--- config.mk ---
export PLATFORM = sky130hd
export DESIGN_NAME = cie_exec
export DESIGN_NICKNAME = d
export VERILOG_FILES = /design/src/cie_pkg.sv /design/src/cie_exec.sv
export VERILOG_INCLUDE_DIRS = /design/src
export SDC_FILE = /design/constraint.sdc
export NUM_CORES = 1
export LEC_CHECK = 0
export BUFFER_PORTS_ARGS = -buffer_cell sky130_fd_sc_hd__buf_4
export CAP_MARGIN = 20
export CELL_PAD_IN_SITES_DETAIL_PLACEMENT = 1
export CELL_PAD_IN_SITES_GLOBAL_PLACEMENT = 2
export CORE_MARGIN = 8
export CORE_UTILIZATION = 37
export DETAILED_ROUTE_END_ITERATION = 8
export GPL_TIMING_DRIVEN = 0
export PLACE_DENSITY = 0.81
export SLEW_MARGIN = 30
export SYNTH_ARGS = -nofsm -noshare
export SYNTH_HDL_FRONTEND = slang
export SYNTH_SLANG_ARGS = --single-unit
--- constraint.sdc ---
create_clock -name CLK -period 3.6 [get_ports CLK]
set_input_delay 0.18 -clock CLK [delete_from_list [all_inputs] [get_ports CLK]]
set_output_delay 0.18 -clock CLK [all_outputs]
set_load 0.005 [all_outputs]
--- src/cie_regs.svh ---
// command and immediate execution: encodings, field positions, reset values
// assumes a 16-bit instruction word with bit 0 of the printed numbering in bit 15
`ifndef CIE_REGS_SVH
`define CIE_REGS_SVH
`define CIE_OP_HI        15
`define CIE_OP_LO        12
`define CIE_OP_COMMAND   4'h1
`define CIE_OP_LOAD_IMM  4'h2
`define CIE_OP_AND_IMM   4'h3
`define CIE_OP_OR_IMM    4'h4
`define CIE_OP_XOR_IMM   4'h5
`define CIE_OP_ADD_IMM   4'h6
`define CIE_OP_SUB_IMM   4'h7
`define CIE_MOD_N        11
`define CIE_MOD_SKIP_IF_NOT_NEGATIVE    10
`define CIE_MOD_SKIP_IF_RESULT_NOT_ZERO 9
`define CIE_MOD_NC       8
`define CIE_FN_SER_OUT   7
`define CIE_FN_LOAD_A    6
`define CIE_FN_LOAD_MASK 5
`define CIE_FN_SER_IN    4
`define CIE_FN_SET_EN    3
`define CIE_FN_CLR_EN    2
`define CIE_FN_WAIT      1
`define CIE_FN_SHUTDOWN  0
`define CIE_RST_BYTE     8'h00
`define CIE_RESTART_PC   16'h0000
`endif

--- src/cie_pkg.sv ---
// command and immediate execution: shared types
// assumes cie_regs.svh is on the include path
package cie_pkg;
    typedef enum logic [2:0] {
        CIE_RUN  = 3'b001,
        CIE_WAIT = 3'b010,
        CIE_DOWN = 3'b100
    } cie_state_t;
    // pin inputs that pass the three-stage filter
    typedef struct packed {
        logic [7:0] irq;
        logic [7:0] switches;
        logic       serial_in;
        logic       restart;
        logic       power_ok;
    } cie_pins_t;
    typedef struct packed {
        logic [7:0] acc;
        logic       carry;
        logic [7:0] mask;
        logic       enable;
        logic       ser_out;
    } cie_arch_t;
endpackage

--- src/cie_exec.sv ---
// command and immediate instruction execution inside the processor core
// assumes the sequencer holds INSTR_VALID high for one cycle per instruction, only
// while INSTR_READY is high, and fetches at START_PC when START_ZERO pulses
`timescale 1ns/1ps
`include "cie_regs.svh"

// Summary of operation
// RQ1: command skips tested after all functions
// RQ2: no interrupt until one more instruction
// RQ3: bit 08 copies carry to serial out
// RQ4: bit 09 loads accumulator from switches
// RQ5: bit 10 loads mask from accumulator
// RQ6: bit 11 loads carry from serial in
// RQ7: bit 12 sets, 13 clears enable
// RQ8: bit 14 waits until interrupt or restart
// RQ9: after wait, next instruction before interrupt
// RQ10: bit 15 starts orderly self-initialisation
// RQ11: restart at location 0000 after power
// RQ12: program avoids conflicting function pairs
// RQ13: immediate operands: accumulator and literal field
// RQ14: immediate skip on requested valid conditions
// RQ15: suppress keeps accumulator and carry
// RQ16: load immediate writes literal, carry kept
// RQ17: logical immediates bitwise, carry kept
// RQ18: add stores sum and carry out
// RQ19: subtract stores difference and borrow
// RQ20: negative means msb set; functions first
module cie_exec
    import cie_pkg::*;
(
    input  wire logic        CLK,
    input  wire logic        ARST_N,
    input  wire logic        INSTR_VALID,
    input  wire logic [15:0] INSTR,
    input  wire logic [7:0]  PANEL_SWITCHES,
    input  wire logic        SERIAL_IN,
    input  wire logic        PANEL_RESTART,
    input  wire logic        POWER_OK,
    input  wire logic [7:0]  IRQ,
    output logic             INSTR_READY,
    output logic [7:0]       ACC,
    output logic             CARRY,
    output logic [7:0]       INT_MASK,
    output logic             INT_ENABLE,
    output logic             SERIAL_OUT,
    output logic             SKIP,
    output logic             DONE,
    output logic             INT_TAKE,
    output logic             WAITING,
    output logic             SHUTDOWN_INIT,
    output logic             START_ZERO,
    output logic [15:0]      START_PC
);
    logic [1:0] rst_sync_ff;
    logic       rst_n;

    always_ff @(posedge CLK or negedge ARST_N) begin
        if (!ARST_N) begin
            rst_sync_ff <= 2'b00;
        end else begin
            rst_sync_ff <= {rst_sync_ff[0], 1'b1};
        end
    end
    assign rst_n = rst_sync_ff[1];

    // three-stage pin filter: a change counts once stages two and three agree
    localparam int PW = $bits(cie_pins_t);
    cie_pins_t raw;
    logic [PW-1:0] s1_ff, s2_ff, s3_ff, flt_ff, nxt_flt;
    cie_pins_t pin;

    assign raw = '{irq: IRQ, switches: PANEL_SWITCHES, serial_in: SERIAL_IN,
                   restart: PANEL_RESTART, power_ok: POWER_OK};
    assign pin = cie_pins_t'(flt_ff);

    generate
        for (genvar g = 0; g < PW; g++) begin : g_filt
            always_comb begin
                nxt_flt[g] = (s2_ff[g] == s3_ff[g]) ? s3_ff[g] : flt_ff[g];
            end
        end
    endgenerate

    always_ff @(posedge CLK or negedge rst_n) begin
        if (!rst_n) begin
            s1_ff  <= '0;
            s2_ff  <= '0;
            s3_ff  <= '0;
            flt_ff <= '0;
        end else begin
            s1_ff  <= raw;
            s2_ff  <= s1_ff;
            s3_ff  <= s2_ff;
            flt_ff <= nxt_flt;
        end
    end

    // instruction field decode used by both instruction groups
    function automatic logic is_op(input logic [15:0] w, input logic [3:0] op);
        return w[`CIE_OP_HI:`CIE_OP_LO] == op;
    endfunction

    cie_state_t state_ff, nxt_state;
    cie_arch_t  arch_ff, nxt_arch;
    logic       inhibit_ff, nxt_inhibit;
    logic       restart_q_ff, power_q_ff;
    logic       skip_ff, nxt_skip, done_ff, nxt_done, take_ff, nxt_take;
    logic       shut_ff, nxt_shut, start_ff, nxt_start, ready_ff, nxt_ready;

    logic       exec, is_cmd, is_imm, logical, arith, irq_pend, restart_rise, power_rise;
    logic [7:0] lit, res;
    logic [8:0] sum9, dif9;
    logic       cres;

    assign exec         = INSTR_VALID && (state_ff == CIE_RUN);
    assign is_cmd       = is_op(INSTR, `CIE_OP_COMMAND);
    assign logical      = is_op(INSTR, `CIE_OP_AND_IMM) || is_op(INSTR, `CIE_OP_OR_IMM)
                       || is_op(INSTR, `CIE_OP_XOR_IMM);
    assign arith        = is_op(INSTR, `CIE_OP_ADD_IMM) || is_op(INSTR, `CIE_OP_SUB_IMM);
    assign is_imm       = logical || arith || is_op(INSTR, `CIE_OP_LOAD_IMM);
    assign lit          = INSTR[7:0]; // RQ13
    assign irq_pend     = |(pin.irq & arch_ff.mask) && arch_ff.enable;
    assign restart_rise = pin.restart && !restart_q_ff;
    assign power_rise   = pin.power_ok && !power_q_ff;
    assign sum9         = {1'b0, arch_ff.acc} + {1'b0, lit}; // RQ13
    assign dif9         = {1'b0, arch_ff.acc} - {1'b0, lit};

    always_comb begin
        res  = lit;
        cres = arch_ff.carry;
        if (is_op(INSTR, `CIE_OP_AND_IMM)) begin
            res = arch_ff.acc & lit; // RQ17
        end else if (is_op(INSTR, `CIE_OP_OR_IMM)) begin
            res = arch_ff.acc | lit; // RQ17
        end else if (is_op(INSTR, `CIE_OP_XOR_IMM)) begin
            res = arch_ff.acc ^ lit; // RQ17
        end else if (is_op(INSTR, `CIE_OP_ADD_IMM)) begin
            res  = sum9[7:0]; // RQ18
            cres = sum9[8];
        end else if (is_op(INSTR, `CIE_OP_SUB_IMM)) begin
            res  = dif9[7:0]; // RQ19
            cres = dif9[8];
        end
    end

    always_comb begin
        nxt_state   = state_ff;
        nxt_arch    = arch_ff;
        nxt_inhibit = inhibit_ff;
        nxt_skip    = 1'b0;
        nxt_done    = 1'b0;
        nxt_take    = 1'b0;
        nxt_shut    = 1'b0;
        nxt_start   = 1'b0;
        case (state_ff)
            CIE_RUN: begin
                if (exec && is_cmd) begin
                    // the program never pairs load-mask with load-A, so the mask
                    // takes the accumulator as it stood before the instruction
                    if (INSTR[`CIE_FN_SER_OUT]) begin
                        nxt_arch.ser_out = arch_ff.carry; // RQ3
                    end
                    if (INSTR[`CIE_FN_LOAD_A]) begin
                        nxt_arch.acc = pin.switches; // RQ4
                    end
                    if (INSTR[`CIE_FN_LOAD_MASK]) begin
                        nxt_arch.mask = arch_ff.acc; // RQ5 RQ12
                    end
                    if (INSTR[`CIE_FN_SER_IN]) begin
                        nxt_arch.carry = pin.serial_in; // RQ6
                    end
                    if (INSTR[`CIE_FN_SET_EN]) begin
                        nxt_arch.enable = 1'b1; // RQ7
                    end
                    if (INSTR[`CIE_FN_CLR_EN]) begin
                        nxt_arch.enable = 1'b0; // RQ7
                    end
                    // skip looks at the values after every function took effect
                    nxt_skip = (INSTR[`CIE_MOD_NC] && !nxt_arch.carry) // RQ1 RQ20
                            || (INSTR[`CIE_MOD_SKIP_IF_NOT_NEGATIVE] && !nxt_arch.acc[7]);
                    nxt_inhibit = 1'b1; // RQ2
                    nxt_done    = 1'b1;
                    if (INSTR[`CIE_FN_SHUTDOWN]) begin
                        nxt_state = CIE_DOWN; // RQ10
                        nxt_shut  = 1'b1;
                    end else if (INSTR[`CIE_FN_WAIT]) begin
                        nxt_state = CIE_WAIT; // RQ8
                    end
                end else if (exec) begin
                    if (is_imm && !INSTR[`CIE_MOD_N]) begin
                        nxt_arch.acc   = res; // RQ15 RQ16
                        nxt_arch.carry = cres; // RQ15 RQ16 RQ17
                    end
                    if (is_imm) begin
                        nxt_skip = (INSTR[`CIE_MOD_SKIP_IF_NOT_NEGATIVE] && !res[7]) // RQ14
                                || (INSTR[`CIE_MOD_SKIP_IF_RESULT_NOT_ZERO] && logical && |res)
                                || (INSTR[`CIE_MOD_NC] && arith && !cres); // RQ14
                    end
                    nxt_inhibit = 1'b0; // RQ2 RQ9
                    nxt_done    = 1'b1;
                end else if (irq_pend && !inhibit_ff && !take_ff) begin
                    nxt_take = 1'b1; // RQ2
                end
            end
            CIE_WAIT: begin
                // the interrupt releases the wait, but the inhibit left by the
                // command still lets the following instruction run first
                if (irq_pend || restart_rise) begin
                    nxt_state = CIE_RUN; // RQ8 RQ9
                end
            end
            CIE_DOWN: begin
                if (power_rise) begin
                    nxt_state   = CIE_RUN; // RQ11
                    nxt_start   = 1'b1;
                    nxt_inhibit = 1'b0;
                end
            end
            default: begin
                nxt_state = CIE_RUN;
            end
        endcase
    end

    always_ff @(posedge CLK or negedge rst_n) begin
        if (!rst_n) begin
            state_ff     <= CIE_RUN;
            arch_ff      <= '{acc: `CIE_RST_BYTE, carry: 1'b0, mask: `CIE_RST_BYTE,
                              enable: 1'b0, ser_out: 1'b0};
            inhibit_ff   <= 1'b0;
            restart_q_ff <= 1'b0;
            power_q_ff   <= 1'b0;
            skip_ff      <= 1'b0;
            done_ff      <= 1'b0;
            take_ff      <= 1'b0;
            shut_ff      <= 1'b0;
            start_ff     <= 1'b0;
            ready_ff     <= 1'b0;
        end else begin
            state_ff     <= nxt_state;
            arch_ff      <= nxt_arch;
            inhibit_ff   <= nxt_inhibit;
            restart_q_ff <= pin.restart;
            power_q_ff   <= pin.power_ok;
            skip_ff      <= nxt_skip;
            done_ff      <= nxt_done;
            take_ff      <= nxt_take;
            shut_ff      <= nxt_shut;
            start_ff     <= nxt_start;
            ready_ff     <= nxt_ready;
        end
    end

    // ready falls on the same edge that enters wait or shutdown
    assign nxt_ready = (nxt_state == CIE_RUN);

    assign INSTR_READY   = ready_ff;
    assign ACC           = arch_ff.acc;
    assign CARRY         = arch_ff.carry;
    assign INT_MASK      = arch_ff.mask;
    assign INT_ENABLE    = arch_ff.enable;
    assign SERIAL_OUT    = arch_ff.ser_out;
    assign SKIP          = skip_ff;
    assign DONE          = done_ff;
    assign INT_TAKE      = take_ff;
    assign WAITING       = (state_ff == CIE_WAIT);
    assign SHUTDOWN_INIT = shut_ff;
    assign START_ZERO    = start_ff;
    assign START_PC      = `CIE_RESTART_PC;

    property p_no_int_after_cmd;
        @(posedge CLK) disable iff (!rst_n)
        (exec && is_cmd) ##1 !exec |=> !INT_TAKE;
    endproperty
    a_no_int_after_cmd: assert property (p_no_int_after_cmd) // RQ2
        else $error("interrupt taken right after a command");
    property p_ser_out;
        @(posedge CLK) disable iff (!rst_n)
        (exec && is_cmd && INSTR[`CIE_FN_SER_OUT]) |=>
            (SERIAL_OUT == $past(CARRY) && CARRY == $past(CARRY) || $past(INSTR[`CIE_FN_SER_IN]));
    endproperty
    a_ser_out: assert property (p_ser_out) // RQ3
        else $error("serial output does not carry the carry flag");
    property p_load_a;
        @(posedge CLK) disable iff (!rst_n)
        (exec && is_cmd && INSTR[`CIE_FN_LOAD_A]) |=> ACC == $past(pin.switches);
    endproperty
    a_load_a: assert property (p_load_a) // RQ4
        else $error("accumulator not loaded from switches");
    property p_load_mask;
        @(posedge CLK) disable iff (!rst_n)
        (exec && is_cmd && INSTR[`CIE_FN_LOAD_MASK] && !INSTR[`CIE_FN_LOAD_A])
            |=> INT_MASK == $past(ACC) && $stable(ACC);
    endproperty
    a_load_mask: assert property (p_load_mask) // RQ5
        else $error("mask not loaded from accumulator");
    property p_enable;
        @(posedge CLK) disable iff (!rst_n)
        (exec && is_cmd && (INSTR[`CIE_FN_SET_EN] != INSTR[`CIE_FN_CLR_EN]))
            |=> INT_ENABLE == $past(INSTR[`CIE_FN_SET_EN]);
    endproperty
    a_enable: assert property (p_enable) // RQ7
        else $error("enable flag wrong after command");
    property p_wait;
        @(posedge CLK) disable iff (!rst_n)
        (exec && is_cmd && INSTR[`CIE_FN_WAIT] && !INSTR[`CIE_FN_SHUTDOWN])
            |=> WAITING && !INSTR_READY;
    endproperty
    a_wait: assert property (p_wait) // RQ8
        else $error("wait command did not halt");
    property p_wake_then_instr;
        @(posedge CLK) disable iff (!rst_n)
        (WAITING && irq_pend) |=> !WAITING && !INT_TAKE;
    endproperty
    a_wake_then_instr: assert property (p_wake_then_instr) // RQ9
        else $error("interrupt taken before instruction after wait");
    property p_suppress;
        @(posedge CLK) disable iff (!rst_n)
        (exec && is_imm && INSTR[`CIE_MOD_N]) |=> $stable(ACC) && $stable(CARRY);
    endproperty
    a_suppress: assert property (p_suppress) // RQ15
        else $error("suppressed result changed accumulator or carry");
    property p_add;
        @(posedge CLK) disable iff (!rst_n)
        (exec && is_op(INSTR, `CIE_OP_ADD_IMM) && !INSTR[`CIE_MOD_N])
            |=> {CARRY, ACC} == ({1'b0, $past(ACC)} + {1'b0, $past(INSTR[7:0])});
    endproperty
    a_add: assert property (p_add) // RQ18
        else $error("add immediate result wrong");
    property p_restart;
        @(posedge CLK) disable iff (!rst_n)
        (state_ff == CIE_DOWN && power_rise) |=> START_ZERO && START_PC == 16'h0000;
    endproperty
    a_restart: assert property (p_restart) // RQ11
        else $error("no restart at zero after power return");
endmodule

==> impl_metrics.yaml, run 1 <==
logic_synthesis:
  yosys.area.top_type: "dfrtp_1"
  syn_area_per_cell_sq_um: 11.2
  mappedNetlistArea_sq_um: 5140
  async_flop_share_pct: 100
  synth-compound-area-share_pct: 13.7
  synth_mux_area_share_pct: 2.19
  yosysSeqAreaShare_pct: 53.1
  netlist_top_cells_area: "dfrtp_1 53%, ha_1 5.8%, maj3_1 3.7%"
  synth_edf_count: 0
  synth_ff_type: "dfrtp_1"
  netlist_instances: 457
  synthAdderAreaFrac_pct: 10.3
  synth_cell_types: 71
  synthSimpleGateAreaFrac_pct: 13.3
  ys_ff_latch: 109
  yosys_warnings: 0
  synth_top_area_share_pct: 52.6
  synth_top_family_by_area: "compound AO/OA/AOI/OAI gates"
  synth_xor_area_share_pct: 0.511
worst_setup_path:
  crit_chain: "inv_1 -> ha_1 -> fa_1 -> o21ba_1 -> o311a_1 -> o21ai_1 -> mux2i_1 -> o21ai_0 -> nor4_1 -> a31oi_1"
  crit_arrival_ns: 3.13
  start_kind: "register"
  r2r-start: "ACC[0]"
  end_kind: "register"
  path_delay_family: "compound AO/OA/AOI/OAI gates"
  r2r-end: "SKIP"
  crit_required_ns: 3.82
  reg2reg_slack_ns: 0.69
  cp.buffers_inverters: 1
  crit_path_max_incr_delay_ns: 0.44
  cp_max_fo: 4
  crit_slowest_cell: "fa_1"
  rr_worst_depth: 10
  critPathKind: "reg -> reg"
die:
  dieHeight_um: 134
  die-area_sq_um: 17900
  die-width_um: 134
  start_util_pct: 37.5
  num_rows: 43
  core_area_sq_um: 13700
  ios: 80
timing:
  finalHoldViolCount: 0
  maxSlewHeadroom_pct: 32.7
  worst_hold_slack_ns: 0.0222
  fin_crit_ns: 2.91
  fmax_mhz: 344
  fin_ws_ns: 0.694
  rsz0062_at_grt: "no"
  worstMarginPinSlew_ns: 1.00
  drv_slew: 0
  setup_tns_ns: 0
  finalSetupViolations: 0
  fin_crit_sh_pct: 80.7
  worst_clock_skew_ns: 0.00809
route:
  vias: 3830
  drt_iter0_drc: 174
  vias_per_cell: 5.09
  drc: 0
  wl_mm: 14.0
  wl_per_cell_um: 18.6
  drt-pass1-iter-count: 4
  postRouteAntennaNets: 0
clock_tree:
  clockRootBuffer: "clkbuf_16"
  cts_buffers: 9
  path_clk_slew_ns: 0.07
  h-tree-depth: 3
  cts.sinks: 109
  cts_tree: "built"
  post_cts_resized: 0
  cts_hold_buffers: 20
  cts_buffer_depth: 2
  postCtsSetupRepairBufs: 0
  clk_latency_ns: 0.36
pwr:
  irDropWorstVdd_mv: 0.473
  leakage_nw: 3.00
  cellPowerDensity_nw_per_um2: 611
cells_and_area:
  final_common_cell: "dfrtp_1"
  fin_nets: 631
  final_util_pct: 47.0
  fill_cells: 1515
  drive_above_1_share_pct: 23.6
  final_cell_mix: "107 x dfrtp_1, 81 x buf_4, 30 x nand2_1"
  diodes: 0
  finalNonFillerCells: 752
  area_growth_pct: 25.4
place:
  port_buffers: 62
  post-dp-hpwl_mm: 10.7
  place_congestion: 0.869
  place_inst: 716
  place_ws_ns: 0.706
hold_path:
  worstHoldPathType: "in -> reg"
  worstHoldEndpoint: "INT_ENABLE"
  holdCritStartpoint: "INSTR[2]"
  min_path_cells: 2
global_routing:
  antenna_found_initial: 0
  grt_usage_pct: 16.1
  grt_max_degree: 52
  grt_pass1_vias: 4044
  grt_overflow: 0
  grt_pass1_wl_mm: 22.4
flow_run:
  maxCapViolCount: 0
outcome:
  status: "finished, final reports clean"
==> cell usage after synthesis, types with 3 or more instances <==
cell / n
a211oi_1: 7
a21o_1: 3
a21oi_1: 14
a22oi_1: 6
a31oi_1: 6
and3_1: 3
and3b_1: 3
buf_2: 7
buf_4: 19
buf_6: 4
clkbuf_2: 3
dfrtp_1: 108
ha_1: 24
inv_1: 27
maj3_1: 19
mux2i_1: 9
nand2_1: 30
nand2_2: 4
nand2b_1: 9
nand3_1: 8
nor2_1: 24
nor2b_1: 3
nor3_1: 12
nor4_1: 6
o211ai_1: 4
o21ai_0: 26
o21ai_1: 3
o221ai_1: 3
o22ai_1: 3
or2_2: 3
==> worst max path at each step <==
stage	slack, ns	cells after the start	end	startpoint
after floorplan	0.34	0	ACC[0]	rst_sync_ff[1]
after detailed placement	0.71	10	SKIP	ACC[0]
after global placement	-0.63	0	flt_ff[2]	rst_sync_ff[1]
after global routing	0.52	10	SKIP	ACC[0]
after CTS	0.68	10	SKIP	ACC[0]
final	0.69	10	SKIP	ACC[0]
==> logic make-up after synthesis <==
family,count (synthesis)
XOR/XNOR,3
AO/OA/AOI/OAI,102
other,2
multiplexers,11
buffers and inverters,62
adder cells (fa/ha/maj),45
flip-flops,109
AND/OR/NAND/NOR,123
==> layer usage <==
metal | vias to the layer above | global-route usage (%) | part of all wire [%]
met5 | - | 0 | 0
met4 | 0 | 6.86 | 2.7
met3 | 23 | 3.63 | 4.1
met2 | 81 | 26.0 | 49
met1 | 1917 | 20.2 | 44
li1 | 1809 | - | -
==> power by group <==
| part | switching [mW] | internal, mW | total, mW |
|---|---|---|---|
| Combinational | 0.725 | 0.611 | 1.34 |
| Sequential | 0.189 | 1.40 | 1.59 |
| Clock | 0.469 | 0.549 | 1.02 |
==> through the flow <==
stage | instance area, sq um | power, mW
after CTS | 6450 | 3.98
after floorplan | 5200 | 2.38
after global routing | 6450 | 4.18
after detailed placement | 5940 | 2.93
after global placement | 5890 | 2.89
final | 6450 | 3.94
==> flip-flops by register name, summed over array words and instances (netlist names) <==
| name | flops |
|---|---|
| SHUTDOWN_INIT | 1 |
| INT_TAKE | 1 |
| state_ff | 3 |
| SERIAL_OUT | 1 |
| rst_sync_ff | 2 |
| flt_ff | 19 |
| INT_ENABLE | 1 |
| CARRY | 1 |
| restart_q_ff | 1 |
| inhibit_ff | 1 |
| INSTR_READY | 1 |
| s1_ff | 19 |
| power_q_ff | 1 |
| START_ZERO | 1 |
| SKIP | 1 |
| DONE | 1 |
| ACC | 8 |
| s3_ff | 19 |
| INT_MASK | 8 |
| s2_ff | 19 |
==> area by class of cell <==
type	count	area (sq um)	share of cell area [%]
plain buffers	35	245	3.80
clock buffers	9	225	3.49
clock inverters	7	83.8	1.30
inverters	27	101	1.57
multi-input cells	301	2120	32.9
flip-flops and latches	109	2730	42.4
well taps	180	225	3.49
repair buffers	84	713	11.1
(Power assumes the default switching activity.)
==> run 2, diff against run 1 <==
==> constraint.sdc (replaced) <==
create_clock -name CLK -period 3 [get_ports CLK]
set_input_delay 0.15 -clock CLK [delete_from_list [all_inputs] [get_ports CLK]]
set_output_delay 0.15 -clock CLK [all_outputs]
set_load 0.005 [all_outputs]
==> run 2 against run 1 <==
  * Clock skew down 0.0032 ns
  * Global-route usage increased by 0.21 points
  * Die area stayed put
  * Non-clock buffer count increased by 1
  * Sequential cell count did not move
  * Combinational power grew 22%
  * Cell count increased by 0.13%
  * Via count is 1.5% higher
  * Sequential share of layout area is essentially flat
  * Wire length up 0.85%
  * First-iteration DRC count increased by 60%
  * Critical path type unchanged
  * Critical endpoint unchanged
  * Highest routed layer unchanged
==> impl_metrics.yaml, run 2 (same netlist as run 1, synthesis figures left out) <==
outcome:
  status: "finished, final reports clean"
timing:
  rsz0062_at_grt: "no"
  fin_ws_ns: 0.181
  drv_slew: 0
  fmax_mhz: 355
  finalHoldViolCount: 0
  fin_crit_ns: 2.82
  worst_clock_skew_ns: 0.00493
  finalSetupViolations: 0
  fin_crit_sh_pct: 94.0
  maxSlewHeadroom_pct: 44.9
  setup_tns_ns: 0
  worstMarginPinSlew_ns: 0.820
hold_path:
  worstHoldEndpoint: "INT_TAKE"
  min_path_cells: 3
  worstHoldPathType: "in -> reg"
  holdCritStartpoint: "INSTR_VALID"
route:
  wl_mm: 14.1
  drc: 0
  wl_per_cell_um: 18.7
  drt-pass1-iter-count: 4
  vias: 3889
  postRouteAntennaNets: 0
  drt_iter0_drc: 278
  vias_per_cell: 5.16
flow_run:
  maxCapViolCount: 0
cells_and_area:
  fin_nets: 632
  finalNonFillerCells: 753
  drive_above_1_share_pct: 23.7
  final_cell_mix: "107 x dfrtp_1, 81 x buf_4, 30 x nand2_1"
  area_growth_pct: 25.3
  final_common_cell: "dfrtp_1"
  diodes: 0
worst_setup_path:
  crit_arrival_ns: 3.03
  timing.critical_path.mode_cell: "a31oi_1"
  startpoint: "ACC[0]"
  crit_chain: "inv_1 -> ha_1 -> fa_1 -> o21ba_1 -> o21ai_0 -> mux2i_1 -> o311a_1 -> a31oi_1 -> nor4_2 -> a31oi_1"
  reg2reg_slack_ns: 0.18
  crit_path_max_incr_delay_ns: 0.44
  end_kind: "register"
  rr_worst_depth: 10
  r2r-start: "ACC[0]"
  start_kind: "register"
  crit_required_ns: 3.21
  critPathKind: "reg -> reg"
  r2r-end: "SKIP"
  cp_max_fo: 4
  crit_slowest_cell: "fa_1"
clock_tree:
  cts.sinks: 109
  cts_buffers: 9
  cts_buffer_depth: 2
  path_clk_slew_ns: 0.07
  h-tree-depth: 3
  clockRootBuffer: "clkbuf_16"
  cts_tree: "built"
  clk_latency_ns: 0.34
place:
  post-dp-hpwl_mm: 10.6
  place_congestion: 0.900
  port_buffers: 62
  place_inst: 716
  place_ws_ns: 0.143
pwr:
  p_comb_share_pct: 35.2
  pwr-share-seq_pct: 40.9
  leakage_nw: 2.99
  irDropWorstVdd_mv: 0.320
  swShare_pct: 35.3
  p_int_mw: 3.01
  clkPwrFrac_pct: 23.9
  cellPowerDensity_nw_per_um2: 723
  power.switching_mw: 1.65
global_routing:
  grt_max_degree: 49
  grt_usage_pct: 16.3
  grt_overflow: 0
  grt_pass1_wl_mm: 23.0
  grt_pass1_vias: 4329
  antenna_found_initial: 0
die:
  num_rows: 43
  die-width_um: 134
  dieHeight_um: 134
  ios: 80
  die-area_sq_um: 17900
  core_area_sq_um: 13700
  start_util_pct: 37.5
[run 2: worst max-delay path, delay by kind of cell, from the launching register on]
| family | cells | cell delay, ns |
|---|---|---|
| muxes | 1 | 0.22 |
| and+or+nand+nor | 1 | 0.34 |
| adders and majority gates | 2 | 0.67 |
| buffers and inverters | 1 | 0.11 |
| DFF | 1 | 0.39 |
| AOI/OAI and AO/OA | 5 | 0.96 |
[run 2: cell type report]
class	instances	area, sq um
Sequential cell	109	2730
Fill cell	1510	7280
Tap cell	180	225
Timing Repair Buffer	85	723
Inverter	27	101
Buffer	35	245
Multi-Input combinational cell	301	2140
Clock buffer	12	246
Clock inverter	4	30.0
[run 2: what timing repair did]
item | in CTS | in global routing
setup endpoints to repair | 0 | 1
setup buffers | 0 | 0
endpoints found under the hold margin | 22 | 0
hold buffers | 21 | 0
resized for setup | 0 | 3
[run 2: worst max path at each step]
stage | endpoint | cells after the start
3_5_place_dp | SKIP | 10
3_3_place_gp | SKIP | 10
4_1_cts | SKIP | 10
2_1_floorplan | SKIP | 10
6_report | SKIP | 10
5_1_grt | SKIP | 10
[run 2: per-stage QoR]
step	instance area (sq um)	power, mW	hold WS (ns)	util [%]
after global placement	5890	3.46	-0.0670	42.9
after CTS	6430	4.69	0.0461	46.8
final	6440	4.66	0.0618	47.0
after global routing	6440	4.95	0.0568	47.0
after floorplan	5200	2.86	-0.146	-
after detailed placement	5940	3.53	-0.0637	43.3
[run 2: power groups by stage]
stage	Combinational (mW)	Sequential, mW	Clock (mW)
2_1_floorplan	0.980	1.88	0
3_3_place_gp	1.52	1.94	0
3_5_place_dp	1.59	1.94	0
4_1_cts	1.63	1.91	1.15
5_1_grt	1.81	1.94	1.20
6_report	1.64	1.91	1.11
[run 2: routing by layer]
metal | track usage, % | part of all wire (%) | vias to the layer above | wire, um
met3 | 2.95 | 3.6 | 27 | 512
met4 | 7.17 | 2.5 | 0 | 358
met1 | 20.1 | 43 | 1978 | 6120
met5 | 0 | 0 | - | 0
met2 | 27.3 | 50 | 83 | 7100
li1 | - | - | 1801 | -
